**src/include/wdsr_map.svh**
```systemverilog
`ifndef WDSR_MAP_SVH
`define WDSR_MAP_SVH

// ****************************************************************
// Register indices; byte address is four times the index
// ****************************************************************
`define WDSR_IDX_SERVICE 10'h0A6
`define WDSR_IDX_PERIOD 10'h0A7
`define WDSR_IDX_STATUS 10'h0A8

// ****************************************************************
// Field layout and reset values
// ****************************************************************
`define WDSR_SEL_MSB 2
`define WDSR_SEL_LSB 0
`define WDSR_PERIOD_RST 3'h0
`define WDSR_ARM_BYTE1 8'h1E
`define WDSR_ARM_BYTE2 8'hE1

// ****************************************************************
// Counter structure and timing
// ****************************************************************
`define WDSR_FIXED_BITS 14
`define WDSR_PROG_BITS 7
`define WDSR_OSC_PER_MC 3'h6
`define WDSR_PULSE_OSC 7'h60
`define WDSR_MIN_RST_MC 4'h2
`define WDSR_MIN_RST_CYC (`WDSR_MIN_RST_MC * `WDSR_OSC_PER_MC)
`define WDSR_CLK_PS 32'h1388
`define WDSR_GLITCH_PS 32'hC350
`define WDSR_GLITCH_CYC \
    ((`WDSR_GLITCH_PS + `WDSR_CLK_PS - 32'h1) / `WDSR_CLK_PS)
`define WDSR_NO_FILTER_CYC 32'h1

`endif

```
**src/include/wdsr_pkg.sv**
```systemverilog
`default_nettype none

package wdsr_pkg;

    // ************************************************************
    // Arming sequence detector states
    // ************************************************************
    typedef enum logic {
        WDSR_SEQ_IDLE,
        WDSR_SEQ_GOT_FIRST
    } wdsr_seq_t;

    // ************************************************************
    // Status register layout
    // ************************************************************
    typedef struct packed {
        logic [28:0] unused;
        logic supply_low;
        logic wd_fired;
        logic armed;
    } wdsr_status_t;

endpackage

`default_nettype wire

```
**src/rtl/wdsr_glitch_filter.sv**
```systemverilog
`include "wdsr_map.svh"

`default_nettype none

module wdsr_glitch_filter #(
    parameter int unsigned HOLD_CYC = 1
) (
    input wire logic clk_i,
    input wire logic reset_n_i,
    input wire logic raw_i,
    output logic level_o
);

    // ************************************************************
    // Three-stage synchroniser
    // ************************************************************
    logic s1_ff, s2_ff, s3_ff;
    logic out_ff;
    logic [3:0] cnt_ff;
    logic [3:0] nxt_cnt;
    logic nxt_out;

    // Stable once stages two and three agree
    wire agree = s2_ff == s3_ff;
    wire differ = agree && (s3_ff != out_ff);
    wire held = cnt_ff == 4'(HOLD_CYC - 1);

    // Output flips only after HOLD_CYC stable differing cycles
    assign nxt_out = (differ && held) ? s3_ff : out_ff;
    assign nxt_cnt = (differ && !held) ? cnt_ff + 4'h1 : 4'h0;
    assign level_o = out_ff;

    // Sync and filter registers
    always_ff @(posedge clk_i or negedge reset_n_i) begin
        if (!reset_n_i) begin
            s1_ff <= 1'b0;
            s2_ff <= 1'b0;
            s3_ff <= 1'b0;
            out_ff <= 1'b0;
            cnt_ff <= 4'h0;
        end else begin
            s1_ff <= raw_i;
            s2_ff <= s1_ff;
            s3_ff <= s2_ff;
            out_ff <= nxt_out;
            cnt_ff <= nxt_cnt;
        end
    end
endmodule

`default_nettype wire

```
**src/rtl/wdsr_top.sv**
```systemverilog
// Notes on behaviour
// [RULE1] Timer comes up disarmed after any reset
// [RULE2] Arming needs write 1EH then E1H
// [RULE3] Armed timer advances once per machine cycle
// [RULE4] Only reset or overflow disarms the timer
// [RULE5] Overflow drives a 96-clock reset pin pulse
// [RULE6] Fixed 14-bit counter plus 7-bit extension
// [RULE7] 3-bit period field, resets zero, rest reserved
// [RULE8] Timeout is 2^(14+S)-1 machine cycles
// [RULE9] Service register write-only; sequence restarts count
// [RULE10] Software services timer within the period
// [RULE11] Supply drop holds chip in reset
// [RULE12] Supply glitches under 50 ns are ignored
// [RULE13] Reset pin actively driven low by monitors
// [RULE14] Four sources assert the internal reset
// [RULE15] Internal reset lasts two machine cycles minimum
// [RULE16] Wrong service byte restarts sequence detection
//
// Design decision made here: register access over APB.

`include "wdsr_map.svh"

`default_nettype none

module wdsr_top
    import wdsr_pkg::*;
(
    input wire logic CLK_I,
    input wire logic RESET_N_I,
    input wire logic PSEL_I,
    input wire logic PENABLE_I,
    input wire logic PWRITE_I,
    input wire logic [11:0] PADDR_I,
    input wire logic [31:0] PWDATA_I,
    output logic [31:0] PRDATA_O,
    output logic PREADY_O,
    output logic PSLVERR_O,
    input wire logic RST_PIN_I,
    output logic RST_PIN_O,
    output logic RST_PIN_OE_O,
    input wire logic PWR_UP_BUSY_I,
    input wire logic SUPPLY_LOW_I,
    output logic SYS_RESET_N_O
);

    // ************************************************************
    // Declarations
    // ************************************************************
    logic pin_low, pup_busy, supply_drop;
    logic pready_ff, pslverr_ff;
    logic [31:0] prdata_ff;
    logic int_rst_ff, nxt_int_rst;
    logic [3:0] hold_ff, nxt_hold;
    logic [2:0] pre_ff, nxt_pre;
    logic [`WDSR_FIXED_BITS-1:0] low_ff, nxt_low;
    logic [`WDSR_PROG_BITS-1:0] high_ff, nxt_high;
    logic armed_ff, nxt_armed;
    logic [2:0] sel_ff, nxt_sel;
    wdsr_seq_t seq_ff, nxt_seq;
    logic pulse_ff, nxt_pulse;
    logic [6:0] pulse_cnt_ff, nxt_pulse_cnt;
    logic wd_fired_ff;
    logic pin_drive_ff;
    logic [7:0] rst_len_ff;
    wdsr_status_t status;

    // ************************************************************
    // Input conditioning
    // ************************************************************
    wdsr_glitch_filter #(
        .HOLD_CYC(`WDSR_NO_FILTER_CYC)
    ) u_pin_filter (
        .clk_i(CLK_I),
        .reset_n_i(RESET_N_I),
        .raw_i(~RST_PIN_I),
        .level_o(pin_low)
    );

    wdsr_glitch_filter #(
        .HOLD_CYC(`WDSR_NO_FILTER_CYC)
    ) u_pup_filter (
        .clk_i(CLK_I),
        .reset_n_i(RESET_N_I),
        .raw_i(PWR_UP_BUSY_I),
        .level_o(pup_busy)
    );

    // Supply drop must persist past the glitch window
    wdsr_glitch_filter #(
        .HOLD_CYC(`WDSR_GLITCH_CYC) // RULE12
    ) u_supply_filter (
        .clk_i(CLK_I),
        .reset_n_i(RESET_N_I),
        .raw_i(SUPPLY_LOW_I),
        .level_o(supply_drop)
    );

    // ************************************************************
    // APB decode
    // ************************************************************
    wire apb_acc = PSEL_I && PENABLE_I;
    wire apb_first = apb_acc && !pready_ff;
    wire apb_done = apb_acc && pready_ff;
    wire [9:0] reg_idx = PADDR_I[11:2];
    wire aligned = PADDR_I[1:0] == 2'h0;
    wire hit_svc = aligned && (reg_idx == `WDSR_IDX_SERVICE);
    wire hit_per = aligned && (reg_idx == `WDSR_IDX_PERIOD);
    wire hit_sts = aligned && (reg_idx == `WDSR_IDX_STATUS);
    wire unmapped = !(hit_svc || hit_per || hit_sts);
    wire svc_wr = apb_done && PWRITE_I && hit_svc;
    wire per_wr = apb_done && PWRITE_I && hit_per;
    wire [7:0] svc_byte = PWDATA_I[7:0];

    // Read mux; service register reads zero
    assign status = '{unused: 29'h0,
                      supply_low: supply_drop,
                      wd_fired: wd_fired_ff,
                      armed: armed_ff};
    wire [31:0] rd_per = {29'h0, sel_ff};
    wire [31:0] rd_mux = hit_per ? rd_per : // RULE7
                         hit_sts ? status : 32'h0; // RULE9

    // Bus answer registers, one wait state
    always_ff @(posedge CLK_I or negedge RESET_N_I) begin
        if (!RESET_N_I) begin
            pready_ff <= 1'b0;
            pslverr_ff <= 1'b0;
            prdata_ff <= 32'h0;
        end else begin
            pready_ff <= apb_first;
            pslverr_ff <= apb_first && unmapped;
            prdata_ff <= apb_first ? rd_mux : prdata_ff;
        end
    end

    assign PREADY_O = pready_ff;
    assign PSLVERR_O = pslverr_ff;
    assign PRDATA_O = prdata_ff;

    // ************************************************************
    // Arming sequence detector
    // ************************************************************
    wire seq_first = seq_ff == WDSR_SEQ_GOT_FIRST;
    wire got_byte1 = svc_byte == `WDSR_ARM_BYTE1;
    wire arm_cmd = svc_wr && seq_first &&
                   (svc_byte == `WDSR_ARM_BYTE2); // RULE2 RULE9
    assign nxt_seq = int_rst_ff ? WDSR_SEQ_IDLE :
                     !svc_wr ? seq_ff :
                     (!seq_first && got_byte1) ? WDSR_SEQ_GOT_FIRST :
                     WDSR_SEQ_IDLE; // RULE16

    // ************************************************************
    // Period select register
    // ************************************************************
    assign nxt_sel = int_rst_ff ? `WDSR_PERIOD_RST :
                     per_wr ? PWDATA_I[`WDSR_SEL_MSB:`WDSR_SEL_LSB] :
                     sel_ff; // RULE7

    // ************************************************************
    // Machine cycle prescaler and counter chain
    // ************************************************************
    wire mc_tick = armed_ff &&
                   (pre_ff == `WDSR_OSC_PER_MC - 3'h1); // RULE3
    wire [7:0] sel_span = 8'h01 << sel_ff;
    wire [`WDSR_PROG_BITS-1:0] prog_mask =
        `WDSR_PROG_BITS'(sel_span - 8'h01);
    wire low_full = &low_ff;
    wire term_hit = low_full &&
                    ((high_ff & prog_mask) == prog_mask); // RULE6 RULE8
    wire wd_fire = armed_ff && term_hit && (pre_ff == 3'h0);
    wire clr_cnt = int_rst_ff || arm_cmd || !armed_ff || wd_fire;

    assign nxt_pre = (clr_cnt || mc_tick) ? 3'h0 : pre_ff + 3'h1;
    assign nxt_low = clr_cnt ? '0 :
                     mc_tick ? low_ff + 1'b1 : low_ff; // RULE3
    assign nxt_high = clr_cnt ? '0 :
                      (mc_tick && low_full) ? high_ff + 1'b1 :
                      high_ff; // RULE6

    // Only reset or overflow clears the armed state
    assign nxt_armed = (int_rst_ff || wd_fire) ? 1'b0 : // RULE1 RULE4
                       arm_cmd ? 1'b1 : armed_ff;

    // Watchdog registers
    always_ff @(posedge CLK_I or negedge RESET_N_I) begin
        if (!RESET_N_I) begin
            seq_ff <= WDSR_SEQ_IDLE;
            sel_ff <= `WDSR_PERIOD_RST;
            pre_ff <= 3'h0;
            low_ff <= '0;
            high_ff <= '0;
            armed_ff <= 1'b0;
        end else begin
            seq_ff <= nxt_seq;
            sel_ff <= nxt_sel;
            pre_ff <= nxt_pre;
            low_ff <= nxt_low;
            high_ff <= nxt_high;
            armed_ff <= nxt_armed;
        end
    end

    // ************************************************************
    // Overflow reset pulse
    // ************************************************************
    wire pulse_end = pulse_cnt_ff == `WDSR_PULSE_OSC - 7'h1;
    assign nxt_pulse = wd_fire ? 1'b1 :
                       (pulse_ff && pulse_end) ? 1'b0 : pulse_ff; // RULE5
    assign nxt_pulse_cnt = (wd_fire || !pulse_ff) ? 7'h0 :
                           pulse_cnt_ff + 7'h1;

    // Pulse registers and sticky overflow flag
    always_ff @(posedge CLK_I or negedge RESET_N_I) begin
        if (!RESET_N_I) begin
            pulse_ff <= 1'b0;
            pulse_cnt_ff <= 7'h0;
            wd_fired_ff <= 1'b0;
        end else begin
            pulse_ff <= nxt_pulse;
            pulse_cnt_ff <= nxt_pulse_cnt;
            wd_fired_ff <= wd_fired_ff || wd_fire;
        end
    end

    // ************************************************************
    // Internal reset combiner and stretcher
    // ************************************************************
    wire any_src = pin_low || pup_busy ||
                   supply_drop || pulse_ff; // RULE11 RULE14
    wire drive_pin = pulse_ff || pup_busy || supply_drop;
    assign nxt_int_rst = any_src || (hold_ff != 4'h0);
    assign nxt_hold = any_src ? 4'(`WDSR_MIN_RST_CYC) : // RULE15
                      (hold_ff != 4'h0) ? hold_ff - 4'h1 : 4'h0;

    // Reset hold and pin drive registers
    always_ff @(posedge CLK_I or negedge RESET_N_I) begin
        if (!RESET_N_I) begin
            int_rst_ff <= 1'b1;
            hold_ff <= 4'(`WDSR_MIN_RST_CYC); // RULE15
            pin_drive_ff <= 1'b0;
        end else begin
            int_rst_ff <= nxt_int_rst;
            hold_ff <= nxt_hold;
            pin_drive_ff <= drive_pin; // RULE13
        end
    end

    assign SYS_RESET_N_O = !int_rst_ff;
    assign RST_PIN_O = 1'b0; // RULE13
    assign RST_PIN_OE_O = pin_drive_ff;

    // ************************************************************
    // Check helpers
    // ************************************************************
    always_ff @(posedge CLK_I or negedge RESET_N_I) begin
        if (!RESET_N_I) begin
            rst_len_ff <= 8'h0;
        end else begin
            rst_len_ff <= !int_rst_ff ? 8'h0 :
                          (rst_len_ff == 8'hFF) ? rst_len_ff :
                          rst_len_ff + 8'h1;
        end
    end

    wire [21:0] term_val = (22'h1 << (`WDSR_FIXED_BITS + sel_ff)) - 22'h1;
    wire [20:0] cnt_now = {high_ff, low_ff};
endmodule

`default_nettype wire

```
**config.mk**
```make
export PLATFORM = sky130hd
export DESIGN_NAME = wdsr_top
export DESIGN_NICKNAME = d
export VERILOG_FILES = /design/src/include/wdsr_pkg.sv /design/src/rtl/wdsr_glitch_filter.sv /design/src/rtl/wdsr_top.sv
export VERILOG_INCLUDE_DIRS = /design/src /design/src/include
export SDC_FILE = /design/constraint.sdc
export NUM_CORES = 1
export LEC_CHECK = 0
export ABC_AREA = 1
export BUFFER_PORTS_ARGS = -buffer_cell sky130_fd_sc_hd__buf_4
export CAP_MARGIN = 20
export CORE_MARGIN = 2
export CORE_UTILIZATION = 44
export DETAILED_ROUTE_END_ITERATION = 6
export PLACE_DENSITY = 0.67
export SLEW_MARGIN = 20
export SYNTH_ARGS = -nofsm -noshare
export SYNTH_HDL_FRONTEND = slang
export SYNTH_HIERARCHICAL = 1
export SYNTH_SLANG_ARGS = --single-unit
export TNS_END_PERCENT = 50
```
**constraint.sdc**
```tcl
create_clock -name CLK_I -period 4.3 [get_ports CLK_I]
set_clock_uncertainty 0.1 [all_clocks]
set_input_delay 0.215 -clock CLK_I [delete_from_list [all_inputs] [get_ports CLK_I]]
set_output_delay 0.215 -clock CLK_I [all_outputs]
set_load 0.02 [all_outputs]
```
==> run summary, run 1 <==
The starting utilization of the core area came out at 0.449. In this design, the critical path's most frequently occurring cell is nor2_1. The pin count of the biggest net entering global routing came out at 74. The actual transition at the worst max-transition pin is 0.913 ns. The number of setup violations in the final report is 0.

The maximum level of the CTS H-tree came out at 3. Summed over all instances, the cell type with the most area after synthesis is dfrtp_1. The count of inserted antenna diode cells is 0. The sequential area share after synthesis came out at 0.445.

The via count is 3143. The worst setup path is captured at a flip-flop. Of the total power, the clock network draws 0.400.

Port buffering added 34 buffers. The final period utilization is 0.519. The final-report max-slew violation count was 0. The worst setup path is of the reg2reg kind. The first-pass GRT wire length came out at 12400 microns. OpenSTA, run right after detailed placement, puts the worst setup slack at 2.08 ns. Synthesis inferred 73 register bits. The maximum operating frequency came out at between 0.4 and 0.5 GHz. The flow ran to the end, and the final reports show no timing, DRC or antenna violations. TritonCTS built the clock tree. The post-detailed-route DRC marker count came out at 0. The clock input transition at the sequential cells of the worst setup and hold paths came out at 0.08 ns. The die outline area is roughly 10000 sq um. Walking the worst path, the cells encountered are nor2_1, nand2_1, ha_1, nor2_1, nor2_1, nand2_1, nor2_1, nand3_1, nor2_2, inv_1, nand2_1, nor3b_1. The clock latency of the later-clocked register in the worst-skew pair is 0.34 ns. The area fraction of the dominant cell type after synthesis came out at 0.426. The internal power came out at between 1 and 1.5 mW. The proportion of register bits with asynchronous set or reset after synthesis came out at 1.00. The total power per unit cell area is 322 nW/um^2. The HPWL after detailed placement is 5390 microns. The maximum VDD drop came out at 0.225 mV.

The minimum period implied by the final worst setup slack is 2.23 ns. The max-cap check violation count came out at 0. The portion of total power attributed to combinational logic is 0.104.

The clock tree buffer depth came out at 2. The worst hold path begins at PWDATA_I[0]. The detail route stage leaves a number of antenna-violating nets equal to 0. Across every metal layer, demand over resource in global routing totals 0.151. The cell with the most instances after synthesis is nand2_1. The delay of the slowest cell on the worst path came out at 0.48 ns. The critical path launch point is sel_ff[1]$_DFFE_PN0P_. The reg-to-reg critical path startpoint is sel_ff[1]$_DFFE_PN0P_. The worst setup margin is 2.07 ns. The number of enable flip-flop cells after synthesis is 0.

The worst min-delay path category is in2reg. The total count of hold-check failures in the final report is 0. The post-synthesis instance total came out at 509. Counting instances in the post-synthesis netlist gives the leading cell types as nand2_1 (92), inv_1 (85), dfrtp_1 (70), nor2_1 (66), nand3_1 (38).

The cell area after synthesis is about 4100 sq um. The average vias per placed instance is ~4.7. For this run, the leading register cell type out of synthesis is dfrtp_1. The sequential group share of total power is 0.496. For this design the total switching power over the nets is 0.371 mW. The mean instance size in the synthesized netlist is slightly above 8 sq um. In this design, the largest share of critical-path delay is due to simple AND/OR/NAND/NOR gates. From bottom edge to top edge, the die measures 101 microns. After detailed routing, the average wire length per cell comes to 10.5 microns.

The largest fanout on the critical path came out at 9. The standard cell core area is 9150 sq um. The number of design-rule violations left by the first detailed-router iteration is 111.

The number of warnings printed during yosys synthesis came out at 6. Yosys attributes the largest share of cell area to dfrtp_1 (43%), nand2_1 (8.4%), inv_1 (7.8%). Setup repair after global routing left no endpoint under its margin.

The share of post-route cells with drive strength above 1 came out at 0.150. The number of nets in the finished design is a little over 600. STA puts the critical path data required time at about 4.4 ns.

The overall overflow remaining after global route is 0. The die width is 101 microns. Clock tree synthesis inserted a total of 9 buffers. Relative to the synthesized area, the layout overhead comes to 12.8%. The number of detailed-route iterations in the first pass came out at 4.

The clock net sink count came out at 73. The leakage component of the power came out at approximately 2.2 nW. For the worst setup path, the data arrival time is 2.35 ns. The number of buffers and inverters on the critical path is 1. The slowest stage of the critical path belongs to the cell dfrtp_1. The number of global-route vias before repair came out at 2951. The setup TNS after final layout is 0 ns. STA classifies the critical path startpoint as a flip-flop. The cell at the root of the clock tree is clkbuf_8. The number of antenna violations at the first check in global routing is 0. The count of unique library cells instantiated by Yosys is 34. The number of placement rows is 35.

The detailed-route wire length is 7080 microns. The number of placed I/O pins is 89. Of the total power, the share spent switching nets is 0.248. At the end of routability-driven placement, the weighted congestion stood at about 0.80. The max-slew headroom at the worst pin is 0.392.
-- layer usage --
metal | routed length [microns] | global-route usage | vias to the layer above
met2 | 3610 | 0.262 | 41
met1 | 3170 | 0.183 | 1473
met3 | 220 | 0.0402 | 8
li1 | - | - | 1621
met5 | 0 | 0 | -
met4 | 86 | 0.0506 | 0
-- timing repair --
item | in CTS | in global routing
resized for setup | 0 | 0
setup buffers | 0 | 0
hold endpoints to repair | 74 | 0
hold buffers | 5 | 0
-- layout make-up --
type,instances,area (sq um)
fillers,850,4520
flip-flops and latches,73,1830
multi-input cells,344,1800
inverters,88,330
repair buffers,39,305
well taps,111,139
clock buffers,10,138
clock inverters,6,90.1
-- registers in the layout, summed over array words and instances (netlist names), 3 cells and up --
register and flops:
pulse_cnt_ff 7, u_pin_filter/cnt_ff 4, hold_ff 4, PRDATA_O 3
u_pup_filter/cnt_ff 4, u_supply_filter/cnt_ff 4, high_ff 7, low_ff 14
pre_ff 3, sel_ff 3
-- cells by family (layout without fill, tap and decap cells) --
family | after synthesis | count (layout) | synth area share
and+or+nand+nor | 261 | 261 | 0.302
xor gates and xnor gates | 17 | 17 | 0.0362
adders and majority gates | 14 | 14 | 0.0426
DFF | 73 | 73 | 0.445
AOI/OAI and AO/OA | 22 | 22 | 0.0305
buffers and inverters | 121 | 143 | 0.143
other | 1 | 30 | 0.000913
-- placed cells by master (no fill, tap or decap), types with 2 or more instances in the layout --
cell type	n
xnor2_1	5
a21oi_1	6
nor3_1	14
dfstp_2	3
dfrtp_1	70
inv_2	2
nand3_4	2
o21ai_0	7
nor4_1	3
nor3b_1	3
o22ai_1	3
nand2_1	92
nand3_2	3
inv_1	85
dlygate4sd3_1	5
nand2_2	10
nand3_1	38
buf_4	34
nand4_1	17
ha_1	14
clkbuf_8	10
a31oi_1	2
nor2_4	3
xor2_1	12
bufinv_16	2
nor2_2	7
nor2_1	66
conb_1	30
-- final timing paths --
check	depth (start not counted)	to	slack, ns
worst max-delay path	12	pulse_cnt_ff[2]$_DFF_PN0_	2.07
min in group asynchronous	2	high_ff[0]$_DFFE_PN0P_	0.42
worst min register to register	0	u_pup_filter/s2_ff$_DFF_PN0_	0.26
worst min-delay path	3	sel_ff[0]$_DFFE_PN0P_	0.02
max in group asynchronous	2	pre_ff[2]$_DFF_PN0_	3.04
worst max register to register	12	pulse_cnt_ff[2]$_DFF_PN0_	2.07
-- per-stage QoR --
stage | power, mW | instances | utilization | instance area, sq um | hold WS [ns]
2_1_floorplan | 0.870 | 538 | - | 4220 | -0.181
3_3_place_gp | 0.898 | 650 | 0.476 | 4360 | 0.224
3_5_place_dp | 0.907 | 650 | 0.476 | 4360 | 0.226
4_1_cts | 1.52 | 671 | 0.506 | 4630 | 0.00190
5_1_grt | 1.57 | 671 | 0.506 | 4630 | 0.0110
6_report | 1.49 | 671 | 0.506 | 4630 | 0.0198
-- power groups by stage --
stage               Combinational (mW)  Clock (mW)  Sequential (mW)
floorplan                        0.117           0            0.753
global placement                 0.147           0            0.751
detailed placement               0.153           0            0.754
CTS                              0.157       0.619            0.740
global route                     0.180       0.649            0.744
finish                           0.156       0.597            0.740
-- worst min-delay path: stages --
cell	delay [ns]
buf_4	0.09
nand3_1	0.07
nand2_1	0.06
Note: power is estimated with default switching activity, not from simulation.
==> run 2: changes to the inputs <==
- PLACE_DENSITY: 0.67 -> 0.69
- clock period: 4.3 -> 1.8 ns (I/O delays scaled with it)
==> run 2 against run 1 <==
The flow now finishes with violations (negative setup slack). Critical path depth increased by 1. Power increased by 140%. Global-route usage increased by 3.2 points. Combinational power increased to 2.6 times the previous value. Largest cell class is now multi-input gates.
==> run summary, run 2 (synthesized netlist as in run 1, its figures left out) <==
The flow ran to the end, but the final reports show violations. The final reports fail on negative setup slack. The data arrival time of the worst path is 2.25 ns. The first-pass GRT wire length came out at 14700 microns.

The count of buffers added on input and output ports is 34. The share of post-route cells with drive strength above 1 came out at 0.252. The HPWL after detailed placement is 5810 microns.

Once layout is complete, the utilization of the core stands at 0.571. In the post-route analysis, the smallest setup slack over all paths is -0.271 ns. The die outline area is 10100 sq um. The number of buffers and inverters on the critical path is 1. After detailed routing, the total wire length is around 8600 microns. The number of placed I/O pins came out at 89. At the later pin of the worst-skew pair, clock insertion delay measures approximately 0.35 ns. The largest fanout on the critical path came out at 6. The tightest hold path in the finished design has a slack of 0.109 ns. The clock input transition at the sequential cells of the worst setup and hold paths is 0.08 ns. The number of nets in the finished design is slightly below 700. The max-cap check violation count came out at 0.

The maximum level of the CTS H-tree came out at 3. Global routing finished with a remaining overflow of 0. TritonCTS built the clock tree. Entering global routing, the biggest net connects 34 pins.

The congestion estimate from routability-driven global placement came to around 0.81. The flip-flop count of the largest register, all copies and words added is 14. The kind of cell adding the most delay to the critical path is simple AND/OR/NAND/NOR gates.

Summing all multi-input logic gate instances after layout gives 1970 sq um. The max-slew headroom at the worst pin came out at 0.642. The overall global routing resource usage is 0.183. After detailed routing, the average wire length per cell comes to 11.9 microns. The actual transition at the worst max-transition pin is 0.536 ns. The final-report max-slew violation count is 0. The die width came out at slightly above 100 microns. The critical path in this run is classified as reg2reg. The library cell used most frequently in the layout, excluding fill and tap cells, is nand2_1. The sort of element at the end of the critical path is a flip-flop. The worst-case IR drop observed on VDD is 0.522 mV.

The post-route cell area is 5230 sq um. STA puts the critical path data required time at 1.98 ns. In this run, placement finished with an instance count of 680. The layout-stage area growth over the synthesis result is 27.2%. Based on the critical path, the design can be clocked at up to 0.483 GHz. No sink is reached through more buffers than the 2 on the longest clock path.

In the layout the commonest cells are nand2_1 (90), inv_1 (83), buf_4 (71), dfrtp_1 (69), nor2_1 (56). The final period utilization came out at 1.15. The number of nets still failing antenna checks after routing came out at 0. The most numerous cell type found on the critical path is nor2_4. The leakage component of the power came out at 2.47 nW. Ranked by flip-flop count, first place goes to low_ff. The number of clock buffers inserted by TritonCTS came out at 9.

After detailed routing, the number of remaining DRC violations is 0. The detailed router finished its first iteration with 115 violations. The slowest stage of the critical path belongs to the cell dfrtp_1.

The post-detailed-placement cell area came out at roughly 4600 sq um. The sort of element at the start of the critical path is a flip-flop. The floorplan step set the die height to 101 microns. The average vias per placed instance is 4.77. The number of antenna violations at the first check in global routing came out at 0. The number of setup violations in the final report came out at 34. The total power per unit cell area is 692 nW/um^2. The slack of the worst reg-to-reg path is -0.27 ns. The starting utilization of the core area came out at 0.449. Setup repair after global routing could not meet its margin everywhere. The sequential cell area in the final layout came out at 1830 sq um.

The number of placement rows came out at 35. Detailed routing inserted a total of 3451 vias. The count of inserted antenna diode cells came out at 0. The number of detailed-route iterations in the first pass came out at 4. CTS placed an instance of clkbuf_8 at the clock tree root. The minimum period implied by the final worst setup slack is 2.07 ns. Walking the worst path, the cells encountered are nor2_4, nand2_2, ha_4, nor2_2, nor2_1, nand2_1, nor2_1, nand3_1, nor2_4, nor2_4, buf_6, nand2_8, nor2_4. The overall power of the completed layout is approximately 3.6 mW. The largest single stage delay on the critical path is around 0.44 ns. The number of non-filler instances in the completed layout is roughly 720.

The standard cell core area is 9150 sq um. In the final layout, the registers with the most flip-flops are low_ff (14), high_ff (7), pulse_cnt_ff (7). The number of global-route vias before repair is roughly 3400. The filler cell count in the final layout came out at 807. The total count of hold-check failures in the final report was 0.

Counting every sink on the clock net gives 73. The path class of the tightest hold or removal check is in2async.
[run 2: cell count changes in the layout (fill, tap and decap cells not counted), sizes merged]
cell         delta
buf            +40
clkinvlp        -1
nand2           +2
clkinv          +1
inv             +1
dlygate4sd3    +10
clkbuf          -1
[run 2: worst paths after layout]
check / start / endpoint / cells after the start
min in group CLK_I: PWDATA_I[4] / armed_ff$_DFFE_PN0P_ / 6
worst max-delay path: sel_ff[0]$_DFFE_PN0P_ / low_ff[2]$_DFFE_PN0P_ / 13
worst min register to register: u_pup_filter/s1_ff$_DFF_PN0_ / u_pup_filter/s2_ff$_DFF_PN0_ / 0
max in group asynchronous: RESET_N_I / pre_ff[1]$_DFF_PN0_ / 3
worst max register to register: sel_ff[0]$_DFFE_PN0P_ / low_ff[2]$_DFFE_PN0P_ / 13
worst min-delay path: RESET_N_I / sel_ff[1]$_DFFE_PN0P_ / 2
[run 2: cell type report]
cell class,instances,share of cell area
clock buffer,9,0.0237
clock inverter,7,0.0191
inverter,88,0.0641
multi-input combinational,346,0.377
sequential,73,0.350
tap,111,0.0266
timing repair buffer,89,0.139
[run 2: power by group]
part           internal, mW  switching (mW)  total [mW]
sequential             1.72          0.0433        1.77
clock                 0.792           0.647        1.44
combinational         0.156           0.254       0.409
total                  2.67           0.944        3.62
[run 2: through the flow]
step,setup TNS (ns),setup slack [ns]
floorplan,-1.42,-0.122
global placement,-3.75,-0.145
detailed placement,-7.31,-0.264
CTS,-5.34,-0.228
global route,-11.25,-0.392
finish,-7.07,-0.271
[run 2: layer usage]
metal  part of all wire  vias up  GRT usage
li1                   -     1730          -
met1               0.43     1645      0.211
met2               0.53       59      0.328
met3              0.030       17     0.0423
met4              0.019        0     0.0717
met5                  0        -          0
[run 2: what timing repair did]
| action | in CTS | in global routing |
|---|---|---|
| hold buffers | 15 | 0 |
| pin swaps | 9 | 6 |
| setup endpoints to repair | 34 | 38 |
| setup buffers | 9 | 2 |
| gates resized for setup | 23 | 14 |
| endpoints found under the hold margin | 65 | 0 |
| gates cloned | 2 | 0 |
==> run 3: changes to the inputs <==
- ABC_CLOCK_PERIOD_IN_PS: not set -> 1800
- PLACE_DENSITY: 0.69 -> 0.7
- SYNTH_HIERARCHICAL: 1 -> not set
==> run 3 against run 2 <==
The flow still finishes with violations (negative setup slack). Sequential share of layout area increased by 3.0 points. First-iteration DRC count grew 45%. Power is 4.6% higher. Clock-buffer cell count unchanged.
==> run summary, run 3 <==
The routed length per instance came out at approximately 11 microns. The cell sitting at the root of the clock tree is a clkbuf_8. The final period utilization is 1.09.

The flip-flop count of the largest register, all copies and words added is 14. In this run the core area contains 34 standard-cell rows. The post-detailed-route DRC marker count is 0. The analysis attributes to cell leakage a power of 2.27 nW. In this run the standard cell core region covers 8640 sq um.

The maximum operating frequency is around 0.51 GHz. In this run, CTS created clock tree buffers numbering 9. TritonCTS built the clock tree. The minimum period implied by the final worst setup slack is 1.96 ns. Adding up every negative setup slack in the final design gives -4.20 ns. The clock latency of the later-clocked register in the worst-skew pair is ~0.35 ns.

The worst hold path belongs to the class in2reg. The required time reported for the critical path endpoint is 1.95 ns. The first-pass GRT wire length is 13000 microns. The detailed-route wire length came out at 7410 microns. The final-report max-slew violation count is 0. The via count is 3139.

By instance count, the leading cell after synthesis is nand2_1. The post-synthesis instance total came out at 460. The run finished, with violations left. The number of non-filler instances in the completed layout is 656. After clock tree synthesis, the clock-pin slew on the worst setup and hold paths is 0.08 ns.

Across every metal layer, demand over resource in global routing totals 0.163. The overall overflow remaining after global route came out at 0. The number of global-route vias before repair came out at ~3000. The max-cap check violation count is 0.

The number of placed I/O pins came out at 89. The routability congestion estimate from global placement is 0.800. The number of nets in the finished design is ~610. The clock tree buffer depth is 2.

Across the VDD grid, the largest voltage drop is 0.402 mV. The highest metal layer used by the detailed router is met4. On the final layout, the worst hold slack is 0.0284 ns. The die width came out at 98.1 microns. The count of unique library cells instantiated by Yosys is 34. By area the synthesized netlist is led by dfrtp_1 (45%), nand2_1 (7.1%), buf_4 (6.6%). The overall power of the completed layout came out at 3.78 mW. The mean instance size in the synthesized netlist came out at 8.47 sq um. The number of enable flip-flop cells after synthesis came out at 0. The leading register cell type out of synthesis is dfrtp_1. The library cell used most frequently in the layout, excluding fill and tap cells, is nand2_1. The number of antenna violations at the first check in global routing came out at 0. The delay of the slowest cell on the worst path is 0.43 ns. The most numerous cell type found on the critical path is nor2_1. The data arrival time of the worst path is 2.10 ns. STA classifies the critical path endpoint as a flip-flop.

More flip-flops sit in one register than any other, and that register is low_ff. The count of inserted antenna diode cells came out at 0. By count the netlist is led by nand2_1 (74), dfrtp_1 (70), nor2_1 (66), inv_1 (57), nand3_1 (39). The cell area after synthesis came out at 3890 sq um.

The pin count of the biggest net entering global routing came out at 36. In the routed layout, each cell is associated on average with a via count of 4.79. The post-route met1 wirelength came out at 3390 microns.

The length of routed met2 wiring came out at 3460 microns. The critical setup path kind is reg2reg. The initial utilization of the core area, before any placement, comes to 0.451.

The number of flip-flops and latches in the synthesized netlist is 73. The number of setup violations in the final report is 33. The worst setup margin is -0.158 ns. The total met3 wirelength after detailed routing came out at between 300 and 400 microns.

The maximum level of the CTS H-tree is 3. The sequential area share after synthesis came out at 0.470. The area fraction of the dominant cell type after synthesis came out at 0.450. The checks that failed: negative setup slack.

The area growth from synthesis to layout is 23.5%. STA classifies the critical path startpoint as a flip-flop. Summed over all instances, the cell type with the most area after synthesis is dfrtp_1. The share of post-route cells with drive strength above 1 came out at 0.208. For this design, the slowest cell found on the critical path is dfrtp_1. The first TritonRoute pass finished after 4 iterations. The die outline area is 9620 sq um. Measured along the y axis, the die boundary spans 98.1 microns.

The critical path goes through inv_2, nand3_1, ha_4, nor2_1, nor2_1, nand3_1, nor2_1, nand2_1, nor2_2, nor2_2, nand2_2, buf_12, nor2_1. For this run, asynchronously set or reset flops after synthesis account for 1.00. The largest registers in the layout are low_ff (14), high_ff (7), pulse_cnt_ff (7).

During synthesis, Yosys emitted a total of 0 warnings. In this run the worst path has a maximum fanout of 21. The count of placed standard cells including taps came out at 619. The clock net sink count came out at 73.

In the layout the commonest cells are nand2_1 (72), dfrtp_1 (70), nor2_1 (64), buf_4 (59), inv_1 (56). The total count of hold-check failures in the final report was 0. In this run the power density over the cells is 786 nW/um^2.

The number of design-rule violations left by the first detailed-router iteration came out at 167. The count of input and output buffers is 34. Setup repair after global routing could not meet its margin everywhere.

The number of nets still failing antenna checks after routing is 0. The HPWL after detailed placement came out at 5350 microns.
run 3: cell count changes in the layout (fill, tap and decap cells not counted), sizes merged, moves of 5 or more:
cell / before / now
nand2: 105 / 75
nor3: 15 / 10
nor2: 76 / 81
nand4: 17 / 9
buf: 74 / 61
inv: 89 / 62
o21ai: 8 / 17
run 3: layer usage:
| metal | GRT usage | vias to the layer above |
|---|---|---|
| met5 | 0 | - |
| li1 | - | 1565 |
| met3 | 0.0387 | 18 |
| met2 | 0.270 | 86 |
| met1 | 0.207 | 1470 |
| met4 | 0.0630 | 0 |
run 3: stage by stage:
stage                      util  setup slack [ns]  cell area [sq um]
after CTS                 0.553            -0.154               4770
after floorplan               -           -0.0912               4030
after global placement    0.501           -0.0983               4320
after detailed placement  0.501            -0.163               4320
final                     0.557            -0.158               4810
after global routing      0.557            -0.262               4810
run 3: path summary, 6_finish.rpt:
kind	startpoint	end	slack [ns]	cells past startpoint
worst max-delay path	sel_ff[1]$_DFFE_PN0P_	low_ff[0]$_DFFE_PN0P_	-0.16	13
min in group asynchronous	RESET_N_I	u_pup_filter.s3_ff$_DFF_PN0_	0.12	2
worst min-delay path	PWDATA_I[3]	seq_ff$_DFFE_PN0P_	0.03	5
max in group asynchronous	RESET_N_I	int_rst_ff$_DFF_PN1_	0.86	3
worst min register to register	u_supply_filter.s1_ff$_DFF_PN0_	u_supply_filter.s2_ff$_DFF_PN0_	0.25	0
worst max register to register	sel_ff[1]$_DFFE_PN0P_	low_ff[0]$_DFFE_PN0P_	-0.16	13
run 3: logic make-up (layout without fill, tap and decap cells):
| family | after synthesis | after routing | share of synthesized area |
|---|---|---|---|
| AO/OA/AOI/OAI | 33 | 33 | 0.0485 |
| flip-flops | 73 | 73 | 0.470 |
| adder cells (fa/ha/maj) | 14 | 14 | 0.0450 |
| AND/OR/NAND/NOR | 224 | 225 | 0.264 |
| other | 1 | 30 | 0.000963 |
| XOR/XNOR | 20 | 20 | 0.0450 |
| buffers and inverters | 95 | 153 | 0.126 |
run 3: power by group:
part	total, mW	internal (mW)	switching [mW]
clock	1.59	0.936	0.652
sequential	1.77	1.72	0.0500
combinational	0.419	0.168	0.251
run 3: final cells by class:
cell class / instances / area [sq um]
Clock buffer: 9 / 124
Fill cell: 751 / 3820
Clock inverter: 7 / 126
Inverter: 60 / 228
Timing Repair Buffer: 77 / 634
Sequential cell: 73 / 1830
Multi-Input combinational cell: 322 / 1730
Tap cell: 108 / 135
run 3: critical path, delay by kind of cell, from the launching register on:
kind | cells | cell delay [ns]
fa+ha+maj | 1 | 0.28
simple gates | 10 | 0.81
buf+inv | 2 | 0.23
flops | 1 | 0.43
run 3: what timing repair did:
action,in CTS,in global routing
setup buffers,4,0
pin swaps,1,1
cloned,0,1
hold buffers,14,2
hold endpoints to repair,51,1
endpoints found under the setup margin,33,37
gates resized for setup,7,3
